===== config.mk =====
export PLATFORM = sky130hd
export DESIGN_NAME = aufc_frame_codec
export DESIGN_NICKNAME = d
export VERILOG_FILES = /design/src/inc/aufc_pkg.sv /design/src/rtl/aufc_frame_codec.sv
export SDC_FILE = /design/constraint.sdc
export NUM_CORES = 1
export LEC_CHECK = 0
export BUFFER_PORTS_ARGS = -buffer_cell sky130_fd_sc_hd__buf_2
export CAP_MARGIN = 15
export CORE_ASPECT_RATIO = 1.1
export CORE_MARGIN = 4
export CORE_UTILIZATION = 30
export CTS_BUF_LIST = sky130_fd_sc_hd__clkbuf_4 sky130_fd_sc_hd__clkbuf_8 sky130_fd_sc_hd__clkbuf_16
export CTS_CLUSTER_SIZE = 28
export DETAILED_ROUTE_END_ITERATION = 8
export PLACE_DENSITY = 0.54
export SLEW_MARGIN = 5
export SYNTH_ARGS = -nofsm -noshare
export SYNTH_HDL_FRONTEND = slang
export SYNTH_SLANG_ARGS = --single-unit

===== constraint.sdc =====
create_clock -name clk_sys_in -period 3.7 [get_ports clk_sys_in]
set_input_delay 0.185 -clock clk_sys_in [delete_from_list [all_inputs] [get_ports clk_sys_in]]
set_output_delay 0.185 -clock clk_sys_in [all_outputs]
set_load 0.01 [all_outputs]

===== src/inc/aufc_pkg.sv =====
package aufc_pkg;
  localparam logic [1:0] MODE_PLAIN = 2'h1;
  localparam logic [1:0] MODE_STUFF = 2'h2;
  localparam logic [7:0] DELIM = 8'h7e;
  localparam logic [7:0] ESC = 8'h7d;
  localparam logic [7:0] ESC_XOR = 8'h20;
  localparam logic [7:0] XON = 8'h11;
  localparam logic [7:0] XOFF = 8'h13;
  localparam logic [7:0] CHK_GOOD = 8'hff;
  // host-to-device frame types
  localparam logic [7:0] FT_LOCAL_CMD = 8'h08;
  localparam logic [7:0] FT_QUEUED_CMD = 8'h09;
  localparam logic [7:0] FT_TX_REQ = 8'h10;
  localparam logic [7:0] FT_EXPLICIT_TX = 8'h11;
  localparam logic [7:0] FT_REMOTE_CMD = 8'h17;
  localparam logic [7:0] FT_CREATE_ROUTE = 8'h21;
  // device-to-host frame types
  localparam logic [7:0] FT_CMD_RESP = 8'h88;
  localparam logic [7:0] FT_STATUS = 8'h8a;
  localparam logic [7:0] FT_TX_STATUS = 8'h8b;
  localparam logic [7:0] FT_RX = 8'h90;
  localparam logic [7:0] FT_RX_EXPLICIT = 8'h91;
  localparam logic [7:0] FT_IO_SAMPLE = 8'h92;
  localparam logic [7:0] FT_SENSOR = 8'h94;
  localparam logic [7:0] FT_NODE_ID = 8'h95;
  localparam logic [7:0] FT_REMOTE_RESP = 8'h97;
  localparam logic [7:0] FT_FW_STATUS = 8'ha0;
  localparam logic [7:0] FT_ROUTE_REC = 8'ha1;
  localparam logic [7:0] FT_MTO_REQ = 8'ha3;
  // status codes carried in status frames on receive failure
  localparam logic [7:0] ERR_CHECKSUM = 8'h01;
  localparam logic [7:0] ERR_FORMAT = 8'h02;
  localparam logic [15:0] ERR_LEN = 16'h0002;
  localparam logic [15:0] LEN_ONE = 16'h0001;
  localparam logic [15:0] LEN_ZERO = 16'h0000;
  localparam logic [15:0] LEN_MAX = 16'h0100;
  localparam logic [15:0] IDX_TYPE = 16'h0000;
  localparam logic [15:0] IDX_FRAME_ID = 16'h0001;
  localparam logic [7:0] FRAME_ID_NONE = 8'h00;
  localparam logic [7:0] ZERO8 = 8'h00;
  localparam logic [7:0] ONE8 = 8'h01;
  typedef enum logic [2:0] {
    AUFC_R_HUNT, AUFC_R_LEN_HI, AUFC_R_LEN_LO, AUFC_R_DATA, AUFC_R_CHK
  } aufc_rx_st_t;
  typedef enum logic [2:0] {
    AUFC_T_IDLE, AUFC_T_DELIM, AUFC_T_LEN_HI, AUFC_T_LEN_LO, AUFC_T_DATA,
    AUFC_T_CHK
  } aufc_tx_st_t;
endpackage


===== src/rtl/aufc_frame_codec.sv =====
`timescale 1ns/1ps
module aufc_frame_codec (
  input wire logic clk_sys_in,
  input wire logic arst_n_in,
  input wire logic [1:0] host_framing_select_in,
  input wire logic [7:0] rx_byte_in,
  input wire logic rx_valid_in,
  output logic [7:0] rx_frame_type_id_out,
  output logic [7:0] rx_frame_payload_out,
  output logic rx_payload_valid_out,
  output logic rx_frame_good_out,
  output logic rx_frame_bad_out,
  output logic rx_frame_known_out,
  output logic rx_frame_id_zero_out,
  output logic rx_apply_changes_out,
  input wire logic tx_start_in,
  input wire logic [15:0] tx_len_in,
  input wire logic [7:0] tx_data_in,
  output logic tx_data_ready_out,
  output logic tx_busy_out,
  output logic [7:0] tx_byte_out,
  output logic tx_valid_out,
  input wire logic tx_ready_in
);
  typedef struct packed {
    aufc_pkg::aufc_rx_st_t rst;
    logic resc;
    logic [15:0] rlen;
    logic [15:0] ridx;
    logic [7:0] rsum;
    logic [7:0] rtype;
    logic [7:0] rpay;
    logic rpv;
    logic rgood;
    logic rbad;
    logic rknown;
    logic rid0;
    logic rapply;
    logic err_pend;
    logic [7:0] err_code;
    aufc_pkg::aufc_tx_st_t tst;
    logic tint;
    logic [15:0] tlen;
    logic [15:0] tidx;
    logic [7:0] tsum;
    logic [7:0] tcur;
    logic tesc;
    logic [7:0] tbyte;
    logic tvalid;
  } aufc_state_t;

  aufc_state_t q;
  aufc_state_t next_q;
  logic stuff;
  logic [7:0] rb;
  logic [7:0] src;
  logic src_take;

  function automatic logic needs_esc(input logic [7:0] b);
    needs_esc = (b == aufc_pkg::DELIM) || (b == aufc_pkg::ESC) ||
      (b == aufc_pkg::XON) || (b == aufc_pkg::XOFF);
  endfunction

  function automatic logic host_type(input logic [7:0] t);
    host_type = (t == aufc_pkg::FT_LOCAL_CMD) ||
      (t == aufc_pkg::FT_QUEUED_CMD) || (t == aufc_pkg::FT_TX_REQ) ||
      (t == aufc_pkg::FT_EXPLICIT_TX) || (t == aufc_pkg::FT_REMOTE_CMD) ||
      (t == aufc_pkg::FT_CREATE_ROUTE);
  endfunction

  assign stuff = (host_framing_select_in == aufc_pkg::MODE_STUFF);

  // ==========================================================
  // combined next-state
  always_comb begin
    next_q = q;
    next_q.rpv = 1'b0;
    next_q.rgood = 1'b0;
    next_q.rbad = 1'b0;
    next_q.rapply = 1'b0;
    rb = rx_byte_in;
    src = tx_data_in;
    src_take = 1'b0;
    // ---------------- receive ----------------
    if (rx_valid_in) begin
      if (rx_byte_in == aufc_pkg::DELIM) begin
        // a delimiter always restarts parsing, dropping any partial frame
        next_q.rst = aufc_pkg::AUFC_R_LEN_HI;
        next_q.resc = 1'b0;
      end else if (q.rst == aufc_pkg::AUFC_R_HUNT) begin
        next_q.rst = aufc_pkg::AUFC_R_HUNT;
      end else if (stuff && !q.resc && rx_byte_in == aufc_pkg::ESC) begin
        next_q.resc = 1'b1;
      end else begin
        if (q.resc) begin
          rb = rx_byte_in ^ aufc_pkg::ESC_XOR;
        end
        next_q.resc = 1'b0;
        case (q.rst)
          aufc_pkg::AUFC_R_LEN_HI: begin
            next_q.rlen = {rb, aufc_pkg::ZERO8};
            next_q.rst = aufc_pkg::AUFC_R_LEN_LO;
          end
          aufc_pkg::AUFC_R_LEN_LO: begin
            next_q.rlen = {q.rlen[15:8], rb};
            next_q.ridx = aufc_pkg::LEN_ZERO;
            next_q.rsum = aufc_pkg::ZERO8;
            if ({q.rlen[15:8], rb} == aufc_pkg::LEN_ZERO ||
                {q.rlen[15:8], rb} > aufc_pkg::LEN_MAX) begin
              next_q.rst = aufc_pkg::AUFC_R_HUNT;
              next_q.rbad = 1'b1;
              next_q.err_pend = 1'b1;
              next_q.err_code = aufc_pkg::ERR_FORMAT;
            end else begin
              next_q.rst = aufc_pkg::AUFC_R_DATA;
            end
          end
          aufc_pkg::AUFC_R_DATA: begin
            next_q.rsum = q.rsum + rb;
            if (q.ridx == aufc_pkg::IDX_TYPE) begin
              next_q.rtype = rb;
              next_q.rknown = host_type(rb);
              next_q.rid0 = 1'b1;
            end else begin
              if (q.ridx == aufc_pkg::IDX_FRAME_ID) begin
                next_q.rid0 = (rb == aufc_pkg::FRAME_ID_NONE);
              end
              next_q.rpay = rb;
              next_q.rpv = 1'b1;
            end
            next_q.ridx = q.ridx + aufc_pkg::LEN_ONE;
            if (q.ridx + aufc_pkg::LEN_ONE == q.rlen) begin
              next_q.rst = aufc_pkg::AUFC_R_CHK;
            end
          end
          aufc_pkg::AUFC_R_CHK: begin
            next_q.rst = aufc_pkg::AUFC_R_HUNT;
            if (q.rsum + rb == aufc_pkg::CHK_GOOD) begin
              next_q.rgood = 1'b1;
              // a local command applies any queued parameter writes
              next_q.rapply = (q.rtype == aufc_pkg::FT_LOCAL_CMD);
            end else begin
              next_q.rbad = 1'b1;
              next_q.err_pend = 1'b1;
              next_q.err_code = aufc_pkg::ERR_CHECKSUM;
            end
          end
          default: next_q.rst = aufc_pkg::AUFC_R_HUNT;
        endcase
      end
    end
    // ---------------- transmit ----------------
    if (q.tvalid && tx_ready_in) begin
      next_q.tvalid = 1'b0;
    end
    if (!q.tvalid || tx_ready_in) begin
      case (q.tst)
        aufc_pkg::AUFC_T_IDLE: begin
          // error report waits for a quiet transmitter, never preempts
          if (q.err_pend) begin
            next_q.tint = 1'b1;
            next_q.tlen = aufc_pkg::ERR_LEN;
            next_q.tst = aufc_pkg::AUFC_T_DELIM;
          end else if (tx_start_in) begin
            next_q.tint = 1'b0;
            next_q.tlen = tx_len_in;
            next_q.tst = aufc_pkg::AUFC_T_DELIM;
          end
        end
        aufc_pkg::AUFC_T_DELIM: begin
          next_q.tbyte = aufc_pkg::DELIM;
          next_q.tvalid = 1'b1;
          next_q.tsum = aufc_pkg::ZERO8;
          next_q.tidx = aufc_pkg::LEN_ZERO;
          next_q.tesc = 1'b0;
          next_q.tst = aufc_pkg::AUFC_T_LEN_HI;
          if (q.tint) begin
            // a rejection landing in this same cycle must not be lost
            next_q.err_pend = next_q.rbad;
          end
        end
        default: begin
          // stuffed emission shared by length, data and checksum
          if (q.tesc) begin
            next_q.tbyte = q.tcur ^ aufc_pkg::ESC_XOR;
            next_q.tvalid = 1'b1;
            next_q.tesc = 1'b0;
            src_take = 1'b1;
            src = q.tcur;
          end else begin
            case (q.tst)
              aufc_pkg::AUFC_T_LEN_HI: src = q.tlen[15:8];
              aufc_pkg::AUFC_T_LEN_LO: src = q.tlen[7:0];
              aufc_pkg::AUFC_T_DATA: begin
                if (q.tint) begin
                  src = (q.tidx == aufc_pkg::IDX_TYPE) ?
                    aufc_pkg::FT_STATUS : q.err_code;
                end else begin
                  src = tx_data_in;
                end
              end
              default: src = aufc_pkg::CHK_GOOD - q.tsum;
            endcase
            if (q.tst == aufc_pkg::AUFC_T_DATA && !q.tint && !tx_start_in) begin
              src_take = 1'b0;
            end else if (stuff && needs_esc(src)) begin
              next_q.tbyte = aufc_pkg::ESC;
              next_q.tvalid = 1'b1;
              next_q.tesc = 1'b1;
              next_q.tcur = src;
            end else begin
              next_q.tbyte = src;
              next_q.tvalid = 1'b1;
              src_take = 1'b1;
            end
          end
          if (src_take) begin
            case (q.tst)
              aufc_pkg::AUFC_T_LEN_HI: next_q.tst = aufc_pkg::AUFC_T_LEN_LO;
              aufc_pkg::AUFC_T_LEN_LO: begin
                next_q.tst = (q.tlen == aufc_pkg::LEN_ZERO) ?
                  aufc_pkg::AUFC_T_CHK : aufc_pkg::AUFC_T_DATA;
              end
              aufc_pkg::AUFC_T_DATA: begin
                next_q.tsum = q.tsum + src;
                next_q.tidx = q.tidx + aufc_pkg::LEN_ONE;
                if (q.tidx + aufc_pkg::LEN_ONE == q.tlen) begin
                  next_q.tst = aufc_pkg::AUFC_T_CHK;
                end
              end
              default: next_q.tst = aufc_pkg::AUFC_T_IDLE;
            endcase
          end
        end
      endcase
    end
  end

  always_ff @(posedge clk_sys_in or negedge arst_n_in) begin
    if (!arst_n_in) begin
      q <= '0;
    end else begin
      q <= next_q;
    end
  end

  // ==========================================================
  // outputs
  assign rx_frame_type_id_out = q.rtype;
  assign rx_frame_payload_out = q.rpay;
  assign rx_payload_valid_out = q.rpv;
  assign rx_frame_good_out = q.rgood;
  assign rx_frame_bad_out = q.rbad;
  assign rx_frame_known_out = q.rknown;
  assign rx_frame_id_zero_out = q.rid0;
  assign rx_apply_changes_out = q.rapply;
  assign tx_byte_out = q.tbyte;
  assign tx_valid_out = q.tvalid;
  assign tx_busy_out = (q.tst != aufc_pkg::AUFC_T_IDLE) || q.err_pend;
  // an escaped data byte is consumed when its second half is sent
  assign tx_data_ready_out = (q.tst == aufc_pkg::AUFC_T_DATA) && !q.tint &&
    tx_start_in && (!q.tvalid || tx_ready_in) &&
    (q.tesc || !(stuff && needs_esc(tx_data_in)));

  // ==========================================================
  // checks
  delim_restart_a: assert property (@(posedge clk_sys_in)
    disable iff (!arst_n_in)
    rx_valid_in && rx_byte_in == aufc_pkg::DELIM |=>
      q.rst == aufc_pkg::AUFC_R_LEN_HI)
    else $error("delimiter did not restart parsing");
  bad_reports_a: assert property (@(posedge clk_sys_in)
    disable iff (!arst_n_in)
    rx_frame_bad_out |-> q.err_pend)
    else $error("bad frame without status report");
  bad_hunts_a: assert property (@(posedge clk_sys_in)
    disable iff (!arst_n_in)
    rx_frame_bad_out |-> q.rst != aufc_pkg::AUFC_R_DATA)
    else $error("bad frame left parser in data");
  no_raw_special_a: assert property (@(posedge clk_sys_in)
    disable iff (!arst_n_in)
    stuff && tx_valid_out && q.tst != aufc_pkg::AUFC_T_LEN_HI &&
      !$past(q.tst == aufc_pkg::AUFC_T_DELIM) |-> tx_byte_out !=
      aufc_pkg::DELIM)
    else $error("raw delimiter inside stuffed frame");
  esc_follow_a: assert property (@(posedge clk_sys_in)
    disable iff (!arst_n_in)
    tx_valid_out && tx_ready_in && q.tesc |=>
      tx_valid_out && tx_byte_out == (q.tcur ^ aufc_pkg::ESC_XOR))
    else $error("escape not followed by xored byte");
  good_sum_a: assert property (@(posedge clk_sys_in)
    disable iff (!arst_n_in)
    rx_frame_good_out |-> !rx_frame_bad_out &&
      $past(q.rst == aufc_pkg::AUFC_R_CHK))
    else $error("frame both good and bad");
endmodule


==> reports/results.ini, run 1 <==
[grt]
use_met2 = 0.263
global_route.usage.total = 0.163
grt_util_met1 = 0.217
grt_overflow = 0
first_global_vias = 7093
grt_antenna_before_repair = 0
grt_max_degree = 101
grt_pass1_wl_um = 40100
grt_util_met3 = 0.0330
gr_peak_layer = met2

[cells_and_area]
area_growth_pct = 18.5
finish.utilization = 0.364
final_layout_size_suffix_gt1_frac = 0.205
finish.net_count = 1036
layout_commonest_cell = sky130_fd_sc_hd__dfrtp_1
final_cell_mix = sky130_fd_sc_hd__dfrtp_1, sky130_fd_sc_hd__nand2_1, sky130_fd_sc_hd__buf_2
antenna_diodes = 0

[die]
rows = 63
die_footprint_mm2 = 0.0307
io_pins = 72
chipHeight_um = 183
die_w_um = 167
starting_density_of_the_core = 0.307
core_region_area_mm2 = 0.0273

[timing]
timing_max_transition_violations_final = 0
finalClockSkew_ns = 0.0138
finalHoldWorstSlack_ns = 0.0214
setup_viol = 0
finalHoldViolCount = 0
slew-limit-headroom = 0.351
clock.fmax_mhz = 288
final.period_utilization = 0.937
setup_tns_ns = 0
post-route-min-period_ns = 3.47
tightest_slew_ns = 0.973
grt_setup_unrepaired = no

[synthesis]
synth-seq-cells = 131
synth_async_reset_ratio = 1.00
syn_avg_cell_area_um2 = 9.29
syn_nets = 962
ys_dominant_reg_cell = sky130_fd_sc_hd__dfrtp_1
synth-edff-count = 0
post_synth_num_cell_types = 79
sequential_element_share_of_the_synthesized_area = 0.391
post_synth_instance_area_mm2 = 0.00838
yosys_warnings = 0
syn_inst = 902

[setup_path]
worstReg2RegEnd = q[24]
path_cells = inv_1, ha_1, nor4b_4, buf_4, nand4_1, nand4_1, nand2_1, o21a_1, ha_2, fa_2, a21o_1, a21o_1, a21o_1, a21oi_2, xor2_1, nor2_1, mux2_1
timing.critical_path.from_type = flip-flop
worst-endpoint-required_ns = 4.01
setup.reg_to_reg.worst_slack_ns = 0.23
critical_path.endpoint_type = flip-flop
critical_path_buf_inv_count = 2
cp_common_cell = sky130_fd_sc_hd__a21o_1
worst_setup_path_startpoint = q[27]
worstSetupPathType = flip-flop to flip-flop
worstRegToRegCells = 17
path_delay_family = compound AO/OA/AOI/OAI gates
worst-path-stages = 17
setup.worst_path.end = q[24]
cp_slowest_cell = sky130_fd_sc_hd__dfrtp_1
timing.critical_path.arrival_ns = 3.77
critical-path-max-stage-delay_ns = 0.40
worst_r2r_startpoint = q[27]
critPathMaxFanout = 4

[power_and_ir_drop]
irDropWorstVdd_mv = 0.329
power_per_cell_area_mw_per_mm2 = 818
total_leakage_power_nw = 4.40
finalPower_mw = 8.13

[detailed_routing]
via_count = 7124
vias_per_cell = 5.29
avgRoutedWirePerCell_um = 18.4
route.final.wire_length_um = 24800
detail-route-antenna-nets = 0
dr.first_iter.drc_count = 539
detailedRoute.firstPassIterationCount = 5
post-route-drc-count = 0

[placed_design]
post-dp-hpwl_um = 17800
gp_routability_congestion = 0.827
place.port_buffers = 71

[clocking]
cts_root_buf = sky130_fd_sc_hd__clkbuf_16
clk_pin_slew_worst_paths_ns = 0.06
cts_buffers = 17
clkSinkCount = 131
insertion_delay_ns = 0.44
tritoncts = yes
cts-htree-levels = 4
clk_path_buf_depth = 2

[status]
outcome = complete, no violations

[job]
max_cap_viol_count = 0

[min_path]
holdCritPathClass = input pin to flip-flop

[flip-flops by register name, indices dropped and copies added, names as in the netlist]
register and flops:
rx_frame_known_out 1, rx_frame_good_out 1, rx_payload_valid_out 1, q 100
rx_frame_type_id_out 8, tx_byte_out 8, rx_frame_bad_out 1, rx_frame_id_zero_out 1
rx_apply_changes_out 1, tx_valid_out 1, rx_frame_payload_out 8
[cell usage after synthesis (6+ instances only)]
library cell / instances / area share
sky130_fd_sc_hd__nor4_1: 18 / 0.013
sky130_fd_sc_hd__o41ai_1: 6 / 0.0063
sky130_fd_sc_hd__buf_4: 29 / 0.026
sky130_fd_sc_hd__or4_1: 6 / 0.0054
sky130_fd_sc_hd__a31oi_1: 8 / 0.0060
sky130_fd_sc_hd__o31ai_1: 10 / 0.0090
sky130_fd_sc_hd__or3_1: 7 / 0.0052
sky130_fd_sc_hd__clkbuf_1: 38 / 0.017
sky130_fd_sc_hd__nand3_1: 24 / 0.014
sky130_fd_sc_hd__mux2_2: 25 / 0.034
sky130_fd_sc_hd__nor2b_1: 14 / 0.010
sky130_fd_sc_hd__nor2_1: 54 / 0.024
sky130_fd_sc_hd__and3_1: 6 / 0.0045
sky130_fd_sc_hd__nand2_1: 96 / 0.043
sky130_fd_sc_hd__and4_1: 6 / 0.0063
sky130_fd_sc_hd__a21o_1: 13 / 0.012
sky130_fd_sc_hd__and2_1: 11 / 0.0082
sky130_fd_sc_hd__nand2b_1: 14 / 0.010
sky130_fd_sc_hd__a21oi_1: 27 / 0.016
sky130_fd_sc_hd__buf_2: 6 / 0.0036
sky130_fd_sc_hd__o21ai_0: 56 / 0.033
sky130_fd_sc_hd__o22a_1: 8 / 0.0084
sky130_fd_sc_hd__dfrtp_1: 131 / 0.39
sky130_fd_sc_hd__inv_1: 20 / 0.0090
sky130_fd_sc_hd__nand3b_1: 20 / 0.018
sky130_fd_sc_hd__nor4b_1: 6 / 0.0063
sky130_fd_sc_hd__nand4_1: 16 / 0.012
sky130_fd_sc_hd__xor2_1: 21 / 0.022
sky130_fd_sc_hd__a22o_1: 16 / 0.017
sky130_fd_sc_hd__ha_1: 19 / 0.028
sky130_fd_sc_hd__xnor2_1: 39 / 0.041
sky130_fd_sc_hd__or2_2: 7 / 0.0052
sky130_fd_sc_hd__o21a_1: 13 / 0.012
sky130_fd_sc_hd__nor3_1: 21 / 0.013
sky130_fd_sc_hd__a2bb2oi_1: 14 / 0.015
[metrics by stage]
stage / cell area [um2] / setup slack [ns] / cells
6_report: 9930 / 0.234 / 1346
5_1_grt: 9930 / 0.00673 / 1346
4_1_cts: 9900 / 0.00462 / 1345
3_5_place_dp: 9130 / 0.0330 / 1299
3_3_place_gp: 9130 / 0.0517 / 1299
2_1_floorplan: 8380 / 0.291 / 902
[report_power, final]
| part | leakage (nW) | internal, mW | switching (mW) | total [mW] |
|---|---|---|---|---|
| combinational | 2.38 | 1.77 | 2.04 | 3.81 |
| sequential | 1.71 | 1.92 | 0.558 | 2.48 |
| clock | 0.304 | 1.10 | 0.737 | 1.84 |
| total | 4.40 | 4.79 | 3.34 | 8.13 |
[kinds of logic (layout without fill, tap and decap cells)]
| family | Yosys count | after routing | share of synthesized area |
|---|---|---|---|
| flops | 131 | 131 | 0.391 |
| mux | 35 | 35 | 0.0487 |
| fa+ha+maj | 21 | 21 | 0.0331 |
| compound gates | 215 | 215 | 0.181 |
| buf+inv | 94 | 181 | 0.0560 |
| xor+xnor | 61 | 61 | 0.0654 |
| simple gates | 345 | 345 | 0.225 |
[how the worst min path moves through the flow]
| stage | slack (ns) | depth (start not counted) | endpoint | from |
|---|---|---|---|---|
| after global routing | 0.03 | 3 | q[51] | tx_len_in[9] |
| after CTS | 0.003 | 3 | q[57] | tx_len_in[15] |
| final | 0.02 | 3 | q[51] | tx_len_in[9] |
| after global placement | 0.39 | 1 | rx_frame_payload_out[1] | arst_n_in |
| after floorplan | -0.11 | 0 | q[100] | arst_n_in |
| after detailed placement | 0.38 | 1 | rx_frame_payload_out[1] | arst_n_in |
[worst register-to-register path: cells and delay by family (launching register included)]
kind | cells | cell delay (ns)
AOI/OAI and AO/OA | 5 | 0.89
xor gates and xnor gates | 1 | 0.15
adders and majority gates | 3 | 0.68
buffers and inverters | 2 | 0.23
DFF | 1 | 0.40
muxes | 1 | 0.31
and+or+nand+nor | 5 | 0.68
[metal layers]
layer	vias up	share of wire	wire [um]
li1	3415	-	-
met1	3484	0.46	11400
met2	184	0.47	11600
met3	41	0.045	1120
met4	0	0.023	574
met5	-	0	0
[layout make-up]
cell class / count / area, um2
multi-input combinational: 677 / 4670
sequential: 131 / 3280
clock inverter: 14 / 191
fill: 2848 / 17300
timing repair buffer: 129 / 832
inverter: 20 / 75.1
clock buffer: 18 / 439
tap: 357 / 447
[repair_timing]
| item | in CTS | in global routing |
|---|---|---|
| setup buffers | 0 | 0 |
| gates resized for setup | 0 | 7 |
| endpoints found under the setup margin | 0 | 3 |
| endpoints found under the hold margin | 112 | 0 |
| hold buffers | 14 | 0 |
No activity file was read; power rests on OpenSTA's default activity.
==> run 2, diff against run 1 <==
--- a/config.mk
+++ b/config.mk
@@ -14,6 +14,7 @@
 export CTS_CLUSTER_SIZE = 28
 export DETAILED_ROUTE_END_ITERATION = 8
 export PLACE_DENSITY = 0.54
+export RECOVER_POWER = 25
 export SLEW_MARGIN = 5
 export SYNTH_ARGS = -nofsm -noshare
 export SYNTH_HDL_FRONTEND = slang
==> constraint.sdc (replaced) <==
create_clock -name clk_sys_in -period 3.4 [get_ports clk_sys_in]
set_input_delay 0.17 -clock clk_sys_in [delete_from_list [all_inputs] [get_ports clk_sys_in]]
set_output_delay 0.17 -clock clk_sys_in [all_outputs]
set_load 0.01 [all_outputs]
==> run 2 against run 1 <==
Net effect:
- the run now ends with max-capacitance violations, max-slew violations left
- sequential power rose by 8.1%
- wire length barely moved
- fmax rose by 2.9%
- first-iteration DRC count fell by 15%
- global-route usage fell by 0.23 points
- final cell count rose by 3.8%
- largest power group unchanged
==> reports/results.ini, run 2 (synthesis gave the netlist of run 1 again) <==
[grt]
grt_pass1_wl_um = 39800  ; was 40100 um
global_route.usage.total = 0.161  ; was 0.163
grt_max_degree = 87  ; was 101
grt_overflow = 0  ; unchanged
first_global_vias = 7210  ; was 7093
grt_antenna_before_repair = 0  ; unchanged

[power_and_ir_drop]
irDropWorstVdd_mv = 0.360  ; was 0.329 mV
finalPower_mw = 9.46  ; was 8.13 mW
power_per_cell_area_mw_per_mm2 = 906  ; was 818 mW/mm2
total_leakage_power_nw = 4.68  ; was 4.40 nW

[cells_and_area]
stdcell_count = 1397  ; was 1346
layout_commonest_cell = sky130_fd_sc_hd__dfrtp_1  ; unchanged
area_growth_pct = 24.6  ; was 18.5%
final_layout_size_suffix_gt1_frac = 0.260  ; was 0.205
final_cell_mix = sky130_fd_sc_hd__dfrtp_1, sky130_fd_sc_hd__nand2_1, sky130_fd_sc_hd__buf_4  ; was sky130_fd_sc_hd__dfrtp_1, sky130_fd_sc_hd__nand2_1, sky130_fd_sc_hd__buf_2
regMostFlops = q  ; unchanged
finish.utilization = 0.383  ; was 0.364
antenna_diodes = 0  ; unchanged
final.fill_count = 2773  ; was 2848
finish.net_count = 1087  ; was 1036
largest_register_ffs = 100  ; unchanged

[setup_path]
timing.critical_path.arrival_ns = 3.70  ; was 3.77 ns
worst-endpoint-required_ns = 3.73  ; was 4.01 ns
worstReg2RegEnd = q[25]  ; was q[24]
setup.worst_path.end = q[25]  ; was q[24]
critical_path.endpoint_type = flip-flop  ; unchanged
worstSetupPathType = flip-flop to flip-flop  ; unchanged
worst_r2r_startpoint = q[59]  ; was q[27]
timing.critical_path.from_type = flip-flop  ; unchanged
worst_setup_path_startpoint = q[59]  ; was q[27]
critPathMaxFanout = 12  ; was 4
setup.reg_to_reg.worst_slack_ns = 0.03  ; was 0.23 ns
worstRegToRegCells = 15  ; was 17

[die]
rows = 63  ; unchanged
die_w_um = 167  ; unchanged
chipHeight_um = 183  ; unchanged
die_footprint_mm2 = 0.0307  ; unchanged
starting_density_of_the_core = 0.307  ; unchanged
io_pins = 72  ; unchanged
core_region_area_mm2 = 0.0273  ; unchanged

[detailed_routing]
post-route-drc-count = 0  ; unchanged
avgRoutedWirePerCell_um = 17.7  ; was 18.4 um
vias_per_cell = 5.20  ; was 5.29
detailedRoute.firstPassIterationCount = 6  ; was 5
detail-route-antenna-nets = 0  ; unchanged
via_count = 7266  ; was 7124
dr.first_iter.drc_count = 460  ; was 539
route.final.wire_length_um = 24800  ; about the same

[clocking]
cts_root_buf = sky130_fd_sc_hd__clkbuf_16  ; unchanged
tritoncts = yes  ; unchanged
cts-htree-levels = 4  ; unchanged
insertion_delay_ns = 0.43  ; was 0.44 ns
cts_buffers = 17  ; unchanged
clk_path_buf_depth = 2  ; unchanged
clk_pin_slew_worst_paths_ns = 0.06  ; about the same
clkSinkCount = 131  ; unchanged

[placed_design]
post-place-cells = 1338  ; was 1299
place.port_buffers = 71  ; unchanged
gp_routability_congestion = 0.870  ; was 0.827
post-dp-hpwl_um = 17900  ; was 17800 um

[timing]
post-route-min-period_ns = 3.37  ; was 3.47 ns
slew-limit-headroom = -0.466  ; was 0.351
setup_tns_ns = 0  ; unchanged
timing_max_transition_violations_final = 86  ; was 0
finalHoldWorstSlack_ns = 0.0113  ; was 0.0214 ns
tightest_slew_ns = 2.20  ; was 0.973 ns
final.period_utilization = 0.991  ; was 0.937
finalHoldViolCount = 0  ; unchanged
grt_setup_unrepaired = yes  ; was no
clock.fmax_mhz = 297  ; was 288 MHz
setup_viol = 0  ; unchanged
finalClockSkew_ns = 0.0146  ; was 0.0138 ns

[status]
outcome = finished with violations  ; was complete, no violations
failed_checks = max-capacitance violations, max-slew violations

[min_path]
holdCritPathClass = input pin to flip-flop  ; unchanged

[job]
max_cap_viol_count = 1  ; was 0

run 2: what timing repair did:
item | in CTS | in global routing
setup endpoints to repair | 3 | 8
resized for setup | 8 | 26
endpoints found under the hold margin | 98 | 0
hold buffers | 14 | 0
setup buffers | 0 | 13
pin swaps | 2 | 18
run 2: power breakdown:
group	switching, mW	leakage, nW	internal (mW)	total, mW
sequential	0.595	1.71	2.09	2.68
combinational	2.39	2.65	2.35	4.74
clock	0.762	0.319	1.27	2.03
run 2: worst min path at each step:
| stage | startpoint | to | slack (ns) | cells after the start |
|---|---|---|---|---|
| 2_1_floorplan | arst_n_in | q[100] | -0.13 | 0 |
| 3_3_place_gp | arst_n_in | rx_frame_payload_out[2] | 0.31 | 1 |
| 3_5_place_dp | arst_n_in | rx_frame_payload_out[2] | 0.30 | 1 |
| 4_1_cts | tx_len_in[9] | q[51] | 0.002 | 3 |
| 5_1_grt | tx_len_in[6] | q[48] | 0.03 | 3 |
| 6_report | tx_len_in[9] | q[51] | 0.01 | 3 |
run 2: final cells by class:
class	instances	area [um2]	share of cell area
clock buffer	18	439	0.0420
clock inverter	14	210	0.0201
inverter	20	75.1	0.00719
multi-input combinational	677	4770	0.457
sequential	131	3280	0.314
tap	357	447	0.0428
timing repair buffer	180	1220	0.117
run 2: metrics by stage:
step | cell area, um2 | setup slack, ns
CTS | 10300 | 0.00137
detailed placement | 9430 | -0.244
finish | 10400 | 0.0308
global placement | 9430 | -0.260
global route | 10400 | -0.153
floorplan | 8390 | 0.0400
run 2: worst max-delay path: stages (launching register included):
cell and delay [ns]:
sky130_fd_sc_hd__dfrtp_2 0.44, sky130_fd_sc_hd__buf_6 0.16, sky130_fd_sc_hd__or4bb_1 0.49, sky130_fd_sc_hd__o21ai_1 0.10
sky130_fd_sc_hd__o32a_1 0.19, sky130_fd_sc_hd__nand2_2 0.08, sky130_fd_sc_hd__o21ai_2 0.16, sky130_fd_sc_hd__ha_1 0.24
sky130_fd_sc_hd__a21o_1 0.16, sky130_fd_sc_hd__a21oi_2 0.16, sky130_fd_sc_hd__nor2b_2 0.07, sky130_fd_sc_hd__o21a_1 0.21
sky130_fd_sc_hd__o41ai_2 0.30, sky130_fd_sc_hd__xnor2_1 0.14, sky130_fd_sc_hd__nor3_1 0.21, sky130_fd_sc_hd__a2bb2oi_1 0.18
run 2: per-layer routing:
| metal | track usage | part of all wire |
|---|---|---|
| met1 | 0.213 | 0.45 |
| met2 | 0.269 | 0.49 |
| met3 | 0.0297 | 0.041 |
| met4 | 0.0461 | 0.019 |
| met5 | 0 | 0 |
==> run 3, diff against run 2 <==
==> constraint.sdc (replaced) <==
create_clock -name clk_sys_in -period 3.4 [get_ports clk_sys_in]
set_input_delay 0.34 -clock clk_sys_in [delete_from_list [all_inputs] [get_ports clk_sys_in]]
set_output_delay 0.34 -clock clk_sys_in [all_outputs]
set_load 0.01 [all_outputs]
==> run 3 against run 2 <==
Net effect:
- non-clock buffer count down 1
- first-iteration DRC count up 8.9%
- wire length is 0.23% higher
- critical path type unchanged
- via count down 1.3%
- fmax grew 2.1%
- sequential share of layout area is 0.48 points higher
- setup slack better by 0.071 ns
- flip-flop and latch count unchanged
- combinational power is 1% higher
- hold slack better by 0.15 ns
- the run still ends with max-capacitance violations, max-slew violations left
- final cell count shrank 0.14%
==> reports/results.ini, run 3 (synthesis gave the netlist of run 1 again) <==
[cells_and_area]
final_layout_size_suffix_gt1_frac = 0.270  ; was 0.260
final_cell_mix = sky130_fd_sc_hd__dfrtp_1, sky130_fd_sc_hd__buf_4, sky130_fd_sc_hd__nand2_1  ; was sky130_fd_sc_hd__dfrtp_1, sky130_fd_sc_hd__nand2_1, sky130_fd_sc_hd__buf_4
antenna_diodes = 0  ; unchanged
finish.net_count = 1086  ; was 1087
regMostFlops = q  ; unchanged
ff_latch_area_mm2 = 0.00328  ; unchanged
largest_register_ffs = 100  ; unchanged
stdcell_count = 1395  ; was 1397
layout_commonest_cell = sky130_fd_sc_hd__dfrtp_1  ; unchanged
final.fill_count = 2811  ; was 2773
area_growth_pct = 22.7  ; was 24.6%
multi_input_area_mm2 = 0.00475  ; was 0.00477 mm2

[setup_path]
path_cells = buf_4, or4bb_1, o21ai_0, o32a_1, nand2_4, o21ai_1, ha_1, a21o_1, a21oi_2, nor2b_1, o21a_1, o41ai_2, xnor2_1, a21boi_0, a2bb2oi_1  ; was buf_6, or4bb_1, o21ai_1, o32a_1, nand2_2, o21ai_2, ha_1, a21o_1, a21oi_2, nor2b_2, o21a_1, o41ai_2, xnor2_1, nor3_1, a2bb2oi_1
worstSetupPathType = flip-flop to flip-flop  ; unchanged
cp_slowest_cell = sky130_fd_sc_hd__or4bb_1  ; unchanged
worst-endpoint-required_ns = 3.69  ; was 3.73 ns
critical_path.endpoint_type = flip-flop  ; unchanged
timing.critical_path.arrival_ns = 3.59  ; was 3.70 ns
timing.critical_path.from_type = flip-flop  ; unchanged
critical-path-max-stage-delay_ns = 0.47  ; was 0.49 ns
critPathMaxFanout = 9  ; was 12
worstRegToRegCells = 15  ; unchanged

[clocking]
clkSinkCount = 131  ; unchanged
cts-htree-levels = 4  ; unchanged
clk_pin_slew_worst_paths_ns = 0.06  ; about the same
tritoncts = yes  ; unchanged
clk_path_buf_depth = 2  ; unchanged
insertion_delay_ns = 0.42  ; was 0.43 ns
cts_buffers = 17  ; unchanged
cts_root_buf = sky130_fd_sc_hd__clkbuf_16  ; unchanged

[placed_design]
post-dp-hpwl_um = 18100  ; was 17900 um
post-place-cells = 1342  ; was 1338
place.port_buffers = 71  ; unchanged
gp_routability_congestion = 0.865  ; was 0.870

[timing]
post-route-min-period_ns = 3.30  ; was 3.37 ns
grt_setup_unrepaired = yes  ; unchanged
slew-limit-headroom = -0.337  ; was -0.466
timing_max_transition_violations_final = 80  ; was 86
finalHoldViolCount = 0  ; unchanged
finalClockSkew_ns = 0.0116  ; was 0.0146 ns
final.period_utilization = 0.970  ; was 0.991
setup_viol = 0  ; unchanged
tightest_slew_ns = 2.01  ; was 2.20 ns
finalHoldWorstSlack_ns = 0.160  ; was 0.0113 ns
clock.fmax_mhz = 303  ; was 297 MHz

[detailed_routing]
route.final.wire_length_um = 24800  ; about the same
detail-route-antenna-nets = 0  ; unchanged
avgRoutedWirePerCell_um = 17.8  ; was 17.7 um
post-route-drc-count = 0  ; unchanged
vias_per_cell = 5.14  ; was 5.20
detailedRoute.firstPassIterationCount = 5  ; was 6
dr.first_iter.drc_count = 501  ; was 460
via_count = 7174  ; was 7266

[power_and_ir_drop]
power_per_cell_area_mw_per_mm2 = 901  ; was 906 mW/mm2
irDropWorstVdd_mv = 0.429  ; was 0.360 mV
total_leakage_power_nw = 4.62  ; was 4.68 nW

[status]
outcome = finished with violations  ; unchanged
failed_checks = max-capacitance violations, max-slew violations  ; unchanged

[grt]
grt_max_degree = 80  ; was 87
grt_pass1_wl_um = 40200  ; was 39800 um
global_route.usage.total = 0.163  ; was 0.161
first_global_vias = 7247  ; was 7210
grt_antenna_before_repair = 0  ; unchanged
grt_overflow = 0  ; unchanged

[job]
max_cap_viol_count = 1  ; unchanged

[die]
chipHeight_um = 183  ; unchanged
rows = 63  ; unchanged
core_region_area_mm2 = 0.0273  ; unchanged
io_pins = 72  ; unchanged
die_w_um = 167  ; unchanged
starting_density_of_the_core = 0.307  ; unchanged
die_footprint_mm2 = 0.0307  ; unchanged

[min_path]
hold_path_depth = 3  ; unchanged
holdCritPathClass = input pin to flip-flop  ; unchanged

[run 3: changes by cell type in the layout (fill, tap and decap cells not counted), sizes merged]
cell	change
clkinv	+1
buf	+12
inv	-4
dlygate4sd3	-13
bufinv	-3
clkinvlp	+5
[run 3: path summary, 6_finish.rpt]
check	start	end	slack, ns
max in group asynchronous	arst_n_in	q[59]	1.04
worst max-delay path	q[61]	q[25]	0.10
worst max register to register	q[61]	q[25]	0.10
min in group asynchronous	arst_n_in	rx_frame_payload_out[0]	1.03
worst min register to register	q[17]	q[17]	0.49
worst min-delay path	tx_len_in[7]	q[49]	0.16
[run 3: area by class of cell]
class | count | share of cell area
clock inverters | 13 | 0.0124
clock buffers | 18 | 0.0421
inverters | 20 | 0.00730
well taps | 357 | 0.0434
multi-input cells | 677 | 0.462
flip-flops and latches | 131 | 0.319
repair buffers | 179 | 0.114
[run 3: where the power goes]
group,switching [mW],leakage [nW],internal [mW]
Sequential,0.605,1.71,2.09
Clock,0.743,0.261,1.02
Combinational,2.39,2.64,2.41
[run 3: repair_timing]
item                                    in CTS  in global routing
hold buffers                                 1                  0
hold endpoints to repair                    39                  0
buffers inserted                            15                  8
pin swaps                                    2                 11
gates resized for setup                      6                 24
endpoints found under the setup margin       2                 13
[run 3: routing by layer]
layer	track usage	routed length (um)	vias to the layer above
li1	-	-	3506
met1	0.212	11200	3498
met2	0.277	12100	152
met3	0.0351	1200	18
met4	0.0390	362	0
met5	0	0	-
[run 3: critical path, delay by kind of cell (launching register included)]
family | cells | cell delay, ns
buf+inv | 1 | 0.18
xor+xnor | 1 | 0.13
compound gates | 9 | 1.59
fa+ha+maj | 1 | 0.26
simple gates | 3 | 0.61
flops | 1 | 0.41
[run 3: per-stage QoR]
| stage | instance area, um2 | setup TNS [ns] | util | power [mW] | setup WS, ns |
|---|---|---|---|---|---|
| final | 10300 | 0 | 0.377 | 9.26 | 0.102 |
| after global routing | 10300 | -0.316 | 0.377 | 9.98 | -0.135 |
| after CTS | 10200 | -0.0537 | 0.373 | 9.15 | -0.0373 |
| after detailed placement | 9450 | -0.205 | 0.347 | 7.06 | -0.125 |
| after global placement | 9450 | -0.140 | 0.347 | 7.02 | -0.104 |
| after floorplan | 8390 | 0 | - | 5.61 | 0.0400 |
